[src/verilog/sdcb_pkg.sv]
// Purpose: shared constants for the sdram command and burst core
// Assumes: 16-bit data, four banks, 12-bit row, 8-bit column
// Notes:   mode register fields follow the address pins of the set cycle
`default_nettype none
package sdcb_pkg;
   // ***************************************************************
   // widths
   // ***************************************************************
   localparam int ADDR_W = 12;
   localparam int COL_W  = 8;
   localparam int BANK_W = 2;
   localparam int NBANK  = 4;
   localparam int DQ_W   = 16;
   localparam int PIN_W  = 5 + BANK_W + ADDR_W + 2 + DQ_W;
   // ***************************************************************
   // mode register fields and codes
   // ***************************************************************
   localparam int BL_LSB  = 0;
   localparam int BL_MSB  = 2;
   localparam int BT_BIT  = 3;
   localparam int CL_LSB  = 4;
   localparam int CL_MSB  = 6;
   localparam logic [2:0] BL_1    = 3'h0;
   localparam logic [2:0] BL_2    = 3'h1;
   localparam logic [2:0] BL_4    = 3'h2;
   localparam logic [2:0] BL_8    = 3'h3;
   localparam logic [2:0] BL_PAGE = 3'h7;
   localparam logic [2:0] CL_2    = 3'h2;
   localparam logic [2:0] CL_3    = 3'h3;
   localparam logic [COL_W-1:0] MASK_1    = 8'h00;
   localparam logic [COL_W-1:0] MASK_2    = 8'h01;
   localparam logic [COL_W-1:0] MASK_4    = 8'h03;
   localparam logic [COL_W-1:0] MASK_8    = 8'h07;
   localparam logic [COL_W-1:0] MASK_PAGE = 8'hff;
   // ***************************************************************
   // reset values and counts
   // ***************************************************************
   localparam logic [2:0] BL_RST  = BL_1;
   localparam logic [2:0] CL_RST  = CL_3;
   localparam int         PRE_ALL_BIT   = 10;
   localparam logic [3:0] INIT_REFRESHES = 4'h8;
   typedef enum logic [2:0] {
      SDCB_UNINIT = 3'b001,
      SDCB_MODE   = 3'b010,
      SDCB_READY  = 3'b100
   } sdcb_init_t;
endpackage : sdcb_pkg
`default_nettype wire

[src/verilog/sdcb_col_gen.sv]
// Purpose: column of one burst beat, sequential or interleave
// Assumes: beat index counts from zero at the burst start
// Notes:   bits above the burst mask are held from the start column
`default_nettype none
`timescale 1ns/1ps
module sdcb_col_gen
   import sdcb_pkg::*;
(
   input  wire logic [COL_W-1:0] start_col,
   input  wire logic [COL_W-1:0] beat,
   input  wire logic [COL_W-1:0] bl_mask,
   input  wire logic             interleave,
   output wire logic [COL_W-1:0] col
);
   wire logic [COL_W-1:0] seq_sum;
   wire logic [COL_W-1:0] low_bits;
   assign seq_sum  = start_col + beat;
   // no carry out of the masked bits: wrap inside the burst
   assign low_bits = interleave ? (start_col ^ beat) : seq_sum;
   assign col      = (start_col & ~bl_mask) | (low_bits & bl_mask);
endmodule : sdcb_col_gen
`default_nettype wire

[src/verilog/sdcb_core.sv]
// Purpose: command decode and burst engine of a four-bank 16-bit sdram
// Assumes: array behind mem_* ports returns read data the cycle after mem_rd_q
// Notes:   every pin passes two flops, so all pin timing shifts uniformly
//
// Behaviour
// host waits 200 us with no_operation before precharging all banks
// host holds byte masks and clock gate high during the power-up pause
// host issues mode register set after all banks are precharged
// host issues eight auto refresh cycles around mode programming
// mode set only with banks idle and clock gate high a cycle before
// all strobes low decodes mode set; address bits load the mode
// host waits the mode set cycle delay before its next command
// bank activated first; column access after activate-to-column delay
// bank precharged before reactivation, row cycle time apart
// bank-to-bank delay between activations, max active time respected
// row high, column low is column access; write strobe picks direction
// host precharges and reactivates to reach another row
// column commands accepted every cycle, same or alternating banks
// burst type and length come from the mode register
// write data with command and each later edge; extra data ignored
// read interrupting read restarts a full burst at new address
// host masks bytes on first two write cycles after a read; bench masks the two cycles before the write
// write interrupting write restarts a full burst at new address
// read ends write burst at once; leftover write data dropped
// burst stop ends burst, bank stays open; full page only; core stops a burst of any length
// after burst stop, read outputs float after the column latency
// sequential columns wrap within burst bits, no carry upward
// byte mask floats read data two cycles later, blocks write at once
// chip select high ignores commands, running burst continues
`default_nettype none
`timescale 1ns/1ps
module sdcb_core
   import sdcb_pkg::*;
(
   input  wire logic              core_clk,
   input  wire logic              nrst,
   input  wire logic              cs_n,
   input  wire logic              row_strobe_n,
   input  wire logic              col_strobe_n,
   input  wire logic              write_strobe_n,
   input  wire logic              clk_gate,
   input  wire logic [BANK_W-1:0] bank_select,
   input  wire logic [ADDR_W-1:0] addr,
   input  wire logic              low_byte_mask,
   input  wire logic              high_byte_mask,
   input  wire logic [DQ_W-1:0]   dq_in,
   output logic      [DQ_W-1:0]   dq_out_q,
   output logic                   dq_oe_lo_q,
   output logic                   dq_oe_hi_q,
   input  wire logic [DQ_W-1:0]   mem_rdata,
   output logic                   mem_rd_q,
   output logic                   mem_wr_q,
   output logic      [BANK_W-1:0] mem_bank_q,
   output logic      [ADDR_W-1:0] mem_row_q,
   output logic      [COL_W-1:0]  mem_col_q,
   output logic      [DQ_W-1:0]   mem_wdata_q,
   output logic      [1:0]        mem_wbe_q,
   output logic      [2:0]        burst_len_code_q,
   output logic                   interleave_q,
   output logic      [2:0]        cas_lat_q,
   output logic      [NBANK-1:0]  bank_open_q,
   output logic                   init_done_q
);
   // ***************************************************************
   // reset release and pin synchronisers
   // ***************************************************************
   logic             rst_s1_q;
   logic             rst_n;
   logic [PIN_W-1:0] pin_s1_q;
   logic [PIN_W-1:0] pin_s2_q;

   always_ff @(posedge core_clk or negedge nrst) begin
      if (!nrst) begin
         rst_s1_q <= 1'b0;
         rst_n    <= 1'b0;
      end else begin
         rst_s1_q <= 1'b1;
         rst_n    <= rst_s1_q;
      end
   end

   wire logic [PIN_W-1:0] pin_raw;
   assign pin_raw = {cs_n, row_strobe_n, col_strobe_n, write_strobe_n, clk_gate,
                     bank_select, addr, high_byte_mask, low_byte_mask, dq_in};

   // idle-high reset value keeps the decoder seeing deselect
   always_ff @(posedge core_clk or negedge rst_n) begin
      if (!rst_n) begin
         pin_s1_q <= '1;
         pin_s2_q <= '1;
      end else begin
         pin_s1_q <= pin_raw;
         pin_s2_q <= pin_s1_q;
      end
   end

   wire logic              cs_s, ras_s, cas_s, we_s, cke_s, mlo_s, mhi_s;
   wire logic [BANK_W-1:0] bank_s;
   wire logic [ADDR_W-1:0] addr_s;
   wire logic [DQ_W-1:0]   dq_s;
   assign {cs_s, ras_s, cas_s, we_s, cke_s, bank_s, addr_s, mhi_s, mlo_s, dq_s} = pin_s2_q;

   // ***************************************************************
   // command decode
   // ***************************************************************
   logic cke_prev_q;
   wire logic cmd_ok, cmd_mrs, cmd_act, cmd_pre, cmd_ref, cmd_rd, cmd_wr, cmd_stop;
   assign cmd_ok   = !cs_s && cke_prev_q;
   assign cmd_mrs  = cmd_ok && !ras_s && !cas_s && !we_s;
   assign cmd_act  = cmd_ok && !ras_s &&  cas_s &&  we_s;
   assign cmd_pre  = cmd_ok && !ras_s &&  cas_s && !we_s;
   assign cmd_ref  = cmd_ok && !ras_s && !cas_s &&  we_s;
   assign cmd_rd   = cmd_ok &&  ras_s && !cas_s &&  we_s;
   assign cmd_wr   = cmd_ok &&  ras_s && !cas_s && !we_s;
   assign cmd_stop = cmd_ok &&  ras_s &&  cas_s && !we_s;

   // ***************************************************************
   // bank rows, mode register, init tracking
   // ***************************************************************
   logic [ADDR_W-1:0] row_q [NBANK];
   logic [3:0]        ref_cnt_q;
   sdcb_init_t        init_q;

   wire logic rw_now;
   assign rw_now = (cmd_rd || cmd_wr) && bank_open_q[bank_s];

   always_ff @(posedge core_clk or negedge rst_n) begin
      if (!rst_n) begin
         bank_open_q <= '0;
         for (int i = 0; i < NBANK; i++) begin
            row_q[i] <= '0;
         end
      end else if (cmd_act) begin
         bank_open_q[bank_s] <= 1'b1;
         row_q[bank_s]       <= addr_s;
      end else if (cmd_pre) begin
         if (addr_s[PRE_ALL_BIT]) begin
            bank_open_q <= '0;
         end else begin
            bank_open_q[bank_s] <= 1'b0;
         end
      end
   end

   always_ff @(posedge core_clk or negedge rst_n) begin
      if (!rst_n) begin
         cke_prev_q       <= 1'b0;
         burst_len_code_q <= BL_RST;
         interleave_q     <= 1'b0;
         cas_lat_q        <= CL_RST;
         ref_cnt_q        <= '0;
         init_q           <= SDCB_UNINIT;
         init_done_q      <= 1'b0;
      end else begin
         cke_prev_q <= cke_s;
         if (cmd_mrs) begin
            burst_len_code_q <= addr_s[BL_MSB:BL_LSB];
            interleave_q     <= addr_s[BT_BIT];
            cas_lat_q        <= addr_s[CL_MSB:CL_LSB];
         end
         if (cmd_ref && ref_cnt_q != INIT_REFRESHES) begin
            ref_cnt_q <= ref_cnt_q + 4'h1;
         end
         case (init_q)
            SDCB_UNINIT: if (cmd_mrs) init_q <= SDCB_MODE;
            SDCB_MODE:   if (ref_cnt_q == INIT_REFRESHES) init_q <= SDCB_READY;
            SDCB_READY:  init_q <= SDCB_READY;
            default:     init_q <= SDCB_UNINIT;
         endcase
         init_done_q <= (init_q == SDCB_READY);
      end
   end

   // ***************************************************************
   // burst engine
   // ***************************************************************
   logic              burst_q;
   logic              bwr_q;
   logic [BANK_W-1:0] bbank_q;
   logic [COL_W-1:0]  bstart_q;
   logic [COL_W-1:0]  beat_q;

   wire logic [COL_W-1:0] bl_mask;
   assign bl_mask = (burst_len_code_q == BL_2)    ? MASK_2 :
                    (burst_len_code_q == BL_4)    ? MASK_4 :
                    (burst_len_code_q == BL_8)    ? MASK_8 :
                    (burst_len_code_q == BL_PAGE) ? MASK_PAGE : MASK_1;
   wire logic is_page;
   assign is_page = (burst_len_code_q == BL_PAGE);

   // a new column command overrides the rest of any running burst
   wire logic              beat_en, beat_wr, last_beat;
   wire logic [BANK_W-1:0] beat_bank;
   wire logic [COL_W-1:0]  beat_idx, beat_start, beat_col;
   assign beat_en    = rw_now || (burst_q && !cmd_stop);
   assign beat_wr    = rw_now ? cmd_wr : bwr_q;
   assign beat_bank  = rw_now ? bank_s : bbank_q;
   assign beat_start = rw_now ? addr_s[COL_W-1:0] : bstart_q;
   assign beat_idx   = rw_now ? '0 : beat_q;
   assign last_beat  = !is_page && (beat_idx == bl_mask);

   sdcb_col_gen u_col (
      .start_col  (beat_start),
      .beat       (beat_idx),
      .bl_mask    (bl_mask),
      .interleave (interleave_q),
      .col        (beat_col)
   );

   always_ff @(posedge core_clk or negedge rst_n) begin
      if (!rst_n) begin
         burst_q  <= 1'b0;
         bwr_q    <= 1'b0;
         bbank_q  <= '0;
         bstart_q <= '0;
         beat_q   <= '0;
      end else begin
         burst_q  <= beat_en && !last_beat;
         bwr_q    <= beat_wr;
         bbank_q  <= beat_bank;
         bstart_q <= beat_start;
         beat_q   <= beat_idx + 8'h01;
      end
   end

   always_ff @(posedge core_clk or negedge rst_n) begin
      if (!rst_n) begin
         mem_rd_q    <= 1'b0;
         mem_wr_q    <= 1'b0;
         mem_bank_q  <= '0;
         mem_row_q   <= '0;
         mem_col_q   <= '0;
         mem_wdata_q <= '0;
         mem_wbe_q   <= '0;
      end else begin
         mem_rd_q    <= beat_en && !beat_wr;
         mem_wr_q    <= beat_en && beat_wr;
         mem_bank_q  <= beat_bank;
         mem_row_q   <= row_q[beat_bank];
         mem_col_q   <= beat_col;
         mem_wdata_q <= dq_s;
         mem_wbe_q   <= {!mhi_s, !mlo_s};
      end
   end

   // ***************************************************************
   // read data path with column latency and byte masks
   // ***************************************************************
   // latency other than two runs as three: only those two are supported
   logic                 rv1_q;
   logic [DQ_W:0]        st1_q;
   logic [DQ_W:0]        st2_q;
   logic [1:0]           mk1_q;
   logic [1:0]           mk2_q;
   logic [1:0]           mk3_q;

   wire logic [DQ_W:0] cap, sel;
   assign cap = {rv1_q, mem_rdata};
   assign sel = (cas_lat_q == CL_2) ? st1_q : st2_q;

   always_ff @(posedge core_clk or negedge rst_n) begin
      if (!rst_n) begin
         rv1_q      <= 1'b0;
         st1_q      <= '0;
         st2_q      <= '0;
         mk1_q      <= '0;
         mk2_q      <= '0;
         mk3_q      <= '0;
         dq_out_q   <= '0;
         dq_oe_lo_q <= 1'b0;
         dq_oe_hi_q <= 1'b0;
      end else begin
         rv1_q      <= mem_rd_q;
         st1_q      <= cap;
         st2_q      <= st1_q;
         mk1_q      <= {mhi_s, mlo_s};
         mk2_q      <= mk1_q;
         mk3_q      <= mk2_q;
         dq_out_q   <= sel[DQ_W-1:0];
         dq_oe_lo_q <= sel[DQ_W] && !mk3_q[0];
         dq_oe_hi_q <= sel[DQ_W] && !mk3_q[1];
      end
   end
endmodule : sdcb_core
`default_nettype wire

[config.mk]
export PLATFORM = sky130hd
export DESIGN_NAME = sdcb_core
export DESIGN_NICKNAME = d
export VERILOG_FILES = /design/src/verilog/sdcb_pkg.sv /design/src/verilog/sdcb_col_gen.sv /design/src/verilog/sdcb_core.sv
export SDC_FILE = /design/constraint.sdc
export NUM_CORES = 1
export LEC_CHECK = 0
export ABC_AREA = 1
export BUFFER_PORTS_ARGS = -buffer_cell sky130_fd_sc_hd__buf_2
export CORE_MARGIN = 2
export CORE_UTILIZATION = 61
export DETAILED_ROUTE_END_ITERATION = 12
export PLACE_DENSITY = 0.85
export SLEW_MARGIN = 10
export SYNTH_ARGS = -nofsm -noshare
export SYNTH_HDL_FRONTEND = slang
export SYNTH_HIERARCHICAL = 1
export SYNTH_SLANG_ARGS = --single-unit
export TNS_END_PERCENT = 5
[constraint.sdc]
create_clock -name core_clk -period 20.1 [get_ports core_clk]
set_clock_uncertainty 0.1 [all_clocks]
set_input_delay 4.02 -clock core_clk [delete_from_list [all_inputs] [get_ports core_clk]]
set_output_delay 4.02 -clock core_clk [all_outputs]
set_load 0.02 [all_outputs]
After elaboration in Yosys (flattened, before gate mapping):

Index checks and enable logic that the tools add are counted.

* reduce and logical (&&, ||, !) cells: 41
* magnitude comparators: 5
* eq/ne operators: 13
* add/sub/neg operators: 3
* multiplexer cells: 26
* bitwise logic cells: 10

Operators by type and width (number)
* $mux W8: 7
* $bwmux W48: 1
* $mux W12: 3
* $logic_and A1 B1 Y1: 25
* $bmux W12 S2: 1
* $demux W12 S2: 1
* $mux W17: 1
* $and A8 B8 Y8: 2
* $eq A3 B2 Y1 const B: 4
* $logic_not A1 Y1: 12
* $mux W4: 3
* $pmux W3 S3: 1
* $add A8 B1 Y8 const B: 1
* $add A8 B8 Y8: 1
* $eq A8 B8 Y1: 1
* $not A8 Y8: 1
* $or A8 B8 Y8: 1
* $xor A8 B8 Y8: 1
* $eq A3 B1 Y1 const B: 2
* $eq A3 B3 Y1 const B: 2
* $ge A3 B3 Y1 const B: 2
* $mux W3: 2
* $not A2 Y3: 2
* $add A4 B1 Y4 const B: 1
* 16 further kinds: 20

* output and inout bits: 72
* logic and storage cells: 134
* input port bits: 55
* flip-flop bits (word level): 263

Depth between registers and ports, before layout:

* depth in word-level cells: 12
* gate-level depth with buffers: 21
* depth with buffers taken out: 18

By module:

Netlist, hierarchy kept.

By module, submodules not included
* sdcb_core: times used 1, cells each 695, area each 8864.8 sq um, sequential area each 6677.7 sq um
* sdcb_col_gen: times used 1, cells each 79, area each 435.4 sq um, sequential area each 0.0 sq um

Least setup slack after synthesis:

No wires, ideal clock.

* kind: register to output
* start: reg cas_lat_q[1]
* end: out cas_lat_q[1]
* path buffers: 0
* path slack: 15.412 ns
* required time: 15.980 ns
* stages on the path, launching flop included: 1
* arrival: 0.568 ns
* cell sequence: dfstp_2

RTL lines
* start, declared: line sdcb_core.sv:60 `output logic [2:0] cas_lat_q,`
* start signal, assigned: line sdcb_core.sv:159 `cas_lat_q <= addr_s[CL_MSB:CL_LSB];`

No word-level cell between the ends.

Final worst setup path:

* start: reg interleave_q
* end: out interleave_q

RTL lines
* start, declared: line sdcb_core.sv:59 `output logic interleave_q,`
* start signal, assigned: line sdcb_core.sv:158 `interleave_q <= addr_s[BT_BIT];`

No word-level cell between the ends.

==> reports/summary.txt <==
Number of antenna violations at the first check in global routing: 1
Vias in the first global route: 5713
Setup repair after global routing missed its margin: no
Ys async rst share: 100%
Cells after Synth: 774
Synthesized netlist net count: 840
Slew headroom: 19.4%
Final critical path time including I/O delays and setup: 5350 ps
Share of the synthesized area in the top cell type: 50.0%
Slowest Stage Delay on Critical Path: 480 ps
Cell Area, Synth: 9300 um^2
DRT antenna net count: 0
Setup fix buffers added after clock tree synthesis: 0
Final setup violating endpoints: 0
Crit path buffers/inverters: 1
Fraction of layout cells with a size suffix above 1: 31.6%
Total track usage: 22.3%
Data arrival at the endpoint of the critical path: 1230 ps
Leading post-synthesis cells by cell area: sky130_fd_sc_hd__dfrtp_1, sky130_fd_sc_hd__dfstp_2, sky130_fd_sc_hd__nand2_1
Wire length per cell after detailed routing: 15.9 um
Maximum vdd ir drop: 92.5 uV
Critical path's top delay family: flip-flops
Clock sink count: 263
Setup TNS after final layout: 0 ps
Cell at the root of the clock tree: sky130_fd_sc_hd__clkbuf_16
Mean post-synth cell area: 12.0 um^2
Final Hold Violating Endpoints: 0
Total iterations of the first detailed-routing run: 5
Slowest CP cell: sky130_fd_sc_hd__dfrtp_1
Most area-hungry cell type in the Yosys netlist: sky130_fd_sc_hd__dfrtp_1
Number of nets in the final layout: 974
Part of the cycle the worst path needs: 26.6%
Hold buffer count at CTS: 0
Worst Path Required: 15980 ps
Boundary Pins: 127
Register bit total from synthesis: 263
Clock latency of the later-clocked register in the worst-skew pair: 530 ps
Core area: 15000 um^2
Run status: completed
Post-detail-place hpwl: 11100 um
Routability cong.: 0.823
Max Root-Sink Buffers: 3
Leakage power total: 5.35 nW
Effective utilization at floorplan: 61.9%
Floorplan row count: 45
Post-CTS clock slew at the launch and capture registers of the worst setup and hold paths: 60 ps
Port Buffer Count: 126
Die area: 16200 um^2
Detailed-route wire length: 17700 um
First-pass GRT wire length: 28600 um
Area overhead of the layout relative to synthesis: 17.1%
Commonest cells after routing, fill and taps aside: sky130_fd_sc_hd__dfrtp_1, sky130_fd_sc_hd__nand2_1, sky130_fd_sc_hd__buf_2, sky130_fd_sc_hd__inv_1, sky130_fd_sc_hd__dfstp_2
Largest fanout on the critical path: 7
Max H-tree Level: 1
Slew at the pin closest to its max-slew limit: 1200 ps
Fill cell total of the finished layout: 962
Count of yosys warnings during synthesis: 6
Post-synth top flop: sky130_fd_sc_hd__dfrtp_1
PostCTS Resize Cnt: 0
Power density over the cells: 127 nW/um^2
TritonCTS clock tree: yes
Height of the die: 127 um
Number of library cell types mapped by synthesis: 39
Per-cell via count in the routed design: 5.14
Most common cell after layout, fill and taps aside: sky130_fd_sc_hd__dfrtp_1
Post-synth EDFFs: 0
Vias post-DR: 5742
Maximum clock frequency: 187 MHz
Remaining design rule violation count: 0
Worst hold-check path type: flop to flop
Path type of the worst setup path: flop to output port
Max-slew violation count: 0
Die outline width: 127 um
List of cells traversed by the critical path: buf_2
Clock buffers created by TritonCTS: 26
Max cap viols: 0
Tightest hold margin: 249 ps
Total grt overflow: 0
Drt first-iter violations: 421
Pin count of the biggest net entering global routing: 87
Element type at the critical path end: output port
CP Launch Type: flop
Register area share after synthesis: 71.8%
-- registers in the layout, indices dropped and copies added (netlist names), 3 cells and up --
signal,flops
bank_open_q,4
beat_q,8
bstart_q,8
burst_len_code_q,3
cas_lat_q,3
dq_out_q,16
init_q,3
mem_col_q,8
mem_row_q,12
mem_wdata_q,16
pin_s1_q,37
pin_s2_q,37
ref_cnt_q,4
row_q,48
st1_q,17
st2_q,17
-- through the flow --
stage	cells	util (%)	setup slack [ps]	power, W	cell area (um^2)
final	1117	72.4	14750	0.00138	10900
after global routing	1117	72.4	14700	0.00145	10900
after CTS	1116	72.4	14740	0.00139	10900
after detailed placement	1068	66.8	15290	0.000921	10000
after global placement	1068	66.8	15310	0.000906	10000
after floorplan	774	-	12260	0.000844	9300
-- power breakdown --
part / switching (W) / internal [W]
clock: 0.000196 / 0.000269
sequential: 0.0000336 / 0.000609
combinational: 0.000181 / 0.0000928
total: 0.000411 / 0.000970
-- layer usage --
layer / vias to the layer above / part of all wire (%) / global-route usage, %
met5: - / 0 / 0
met4: 0 / 2.5 / 7.18
met3: 35 / 4.7 / 3.35
met2: 169 / 52 / 38.9
met1: 2808 / 41 / 29.3
li1: 2730 / - / -
-- synth_stat cells (6+ instances only) --
master / n
sky130_fd_sc_hd__inv_2: 6
sky130_fd_sc_hd__mux2_2: 17
sky130_fd_sc_hd__buf_2: 9
sky130_fd_sc_hd__o21ai_0: 69
sky130_fd_sc_hd__xor2_1: 6
sky130_fd_sc_hd__nor2_1: 27
sky130_fd_sc_hd__dfrtp_1: 186
sky130_fd_sc_hd__o211ai_2: 9
sky130_fd_sc_hd__nand2_1: 176
sky130_fd_sc_hd__nand3_1: 17
sky130_fd_sc_hd__a21oi_1: 11
sky130_fd_sc_hd__ha_1: 10
sky130_fd_sc_hd__dfstp_2: 77
sky130_fd_sc_hd__inv_1: 83
sky130_fd_sc_hd__o21ai_1: 12
-- cell families after synthesis --
logic type                 after synthesis  share of synthesized area, %
DFF                                    263                          71.8
other                                    1                        0.0403
AOI/OAI and AO/OA                      115                          7.36
muxes                                   18                          2.17
xor gates and xnor gates                10                         0.942
adders and majority gates               11                          1.56
buffers and inverters                  113                          5.27
and+or+nand+nor                        243                          10.9
-- worst paths after layout --
kind                              start      endpoint  slack, ps  cells past startpoint
max                        interleave_q  interleave_q      14750                      1
min                            mk1_q[0]      mk2_q[0]        250                      0
max reg2reg                pin_s2_q[30]  mem_col_q[4]      16710                     13
min reg2reg                    mk1_q[0]      mk2_q[0]        250                      0
max in group asynchronous          nrst         rst_n      16620                      1
min in group asynchronous         rst_n  pin_s2_q[10]        270                      0
-- final cells by class --
class | instances | area (um^2) | share of cell area (%)
Timing Repair Buffer | 129 | 653 | 6.00
Antenna cell | 1 | 2.50 | 0.0230
Clock buffer | 43 | 786 | 7.22
Tap cell | 188 | 235 | 2.16
Sequential cell | 263 | 6680 | 61.4
Inverter | 90 | 343 | 3.15
Clock inverter | 5 | 53.8 | 0.494
Multi-Input combinational cell | 398 | 2130 | 19.6
Note: power is estimated with default switching activity, not from simulation.
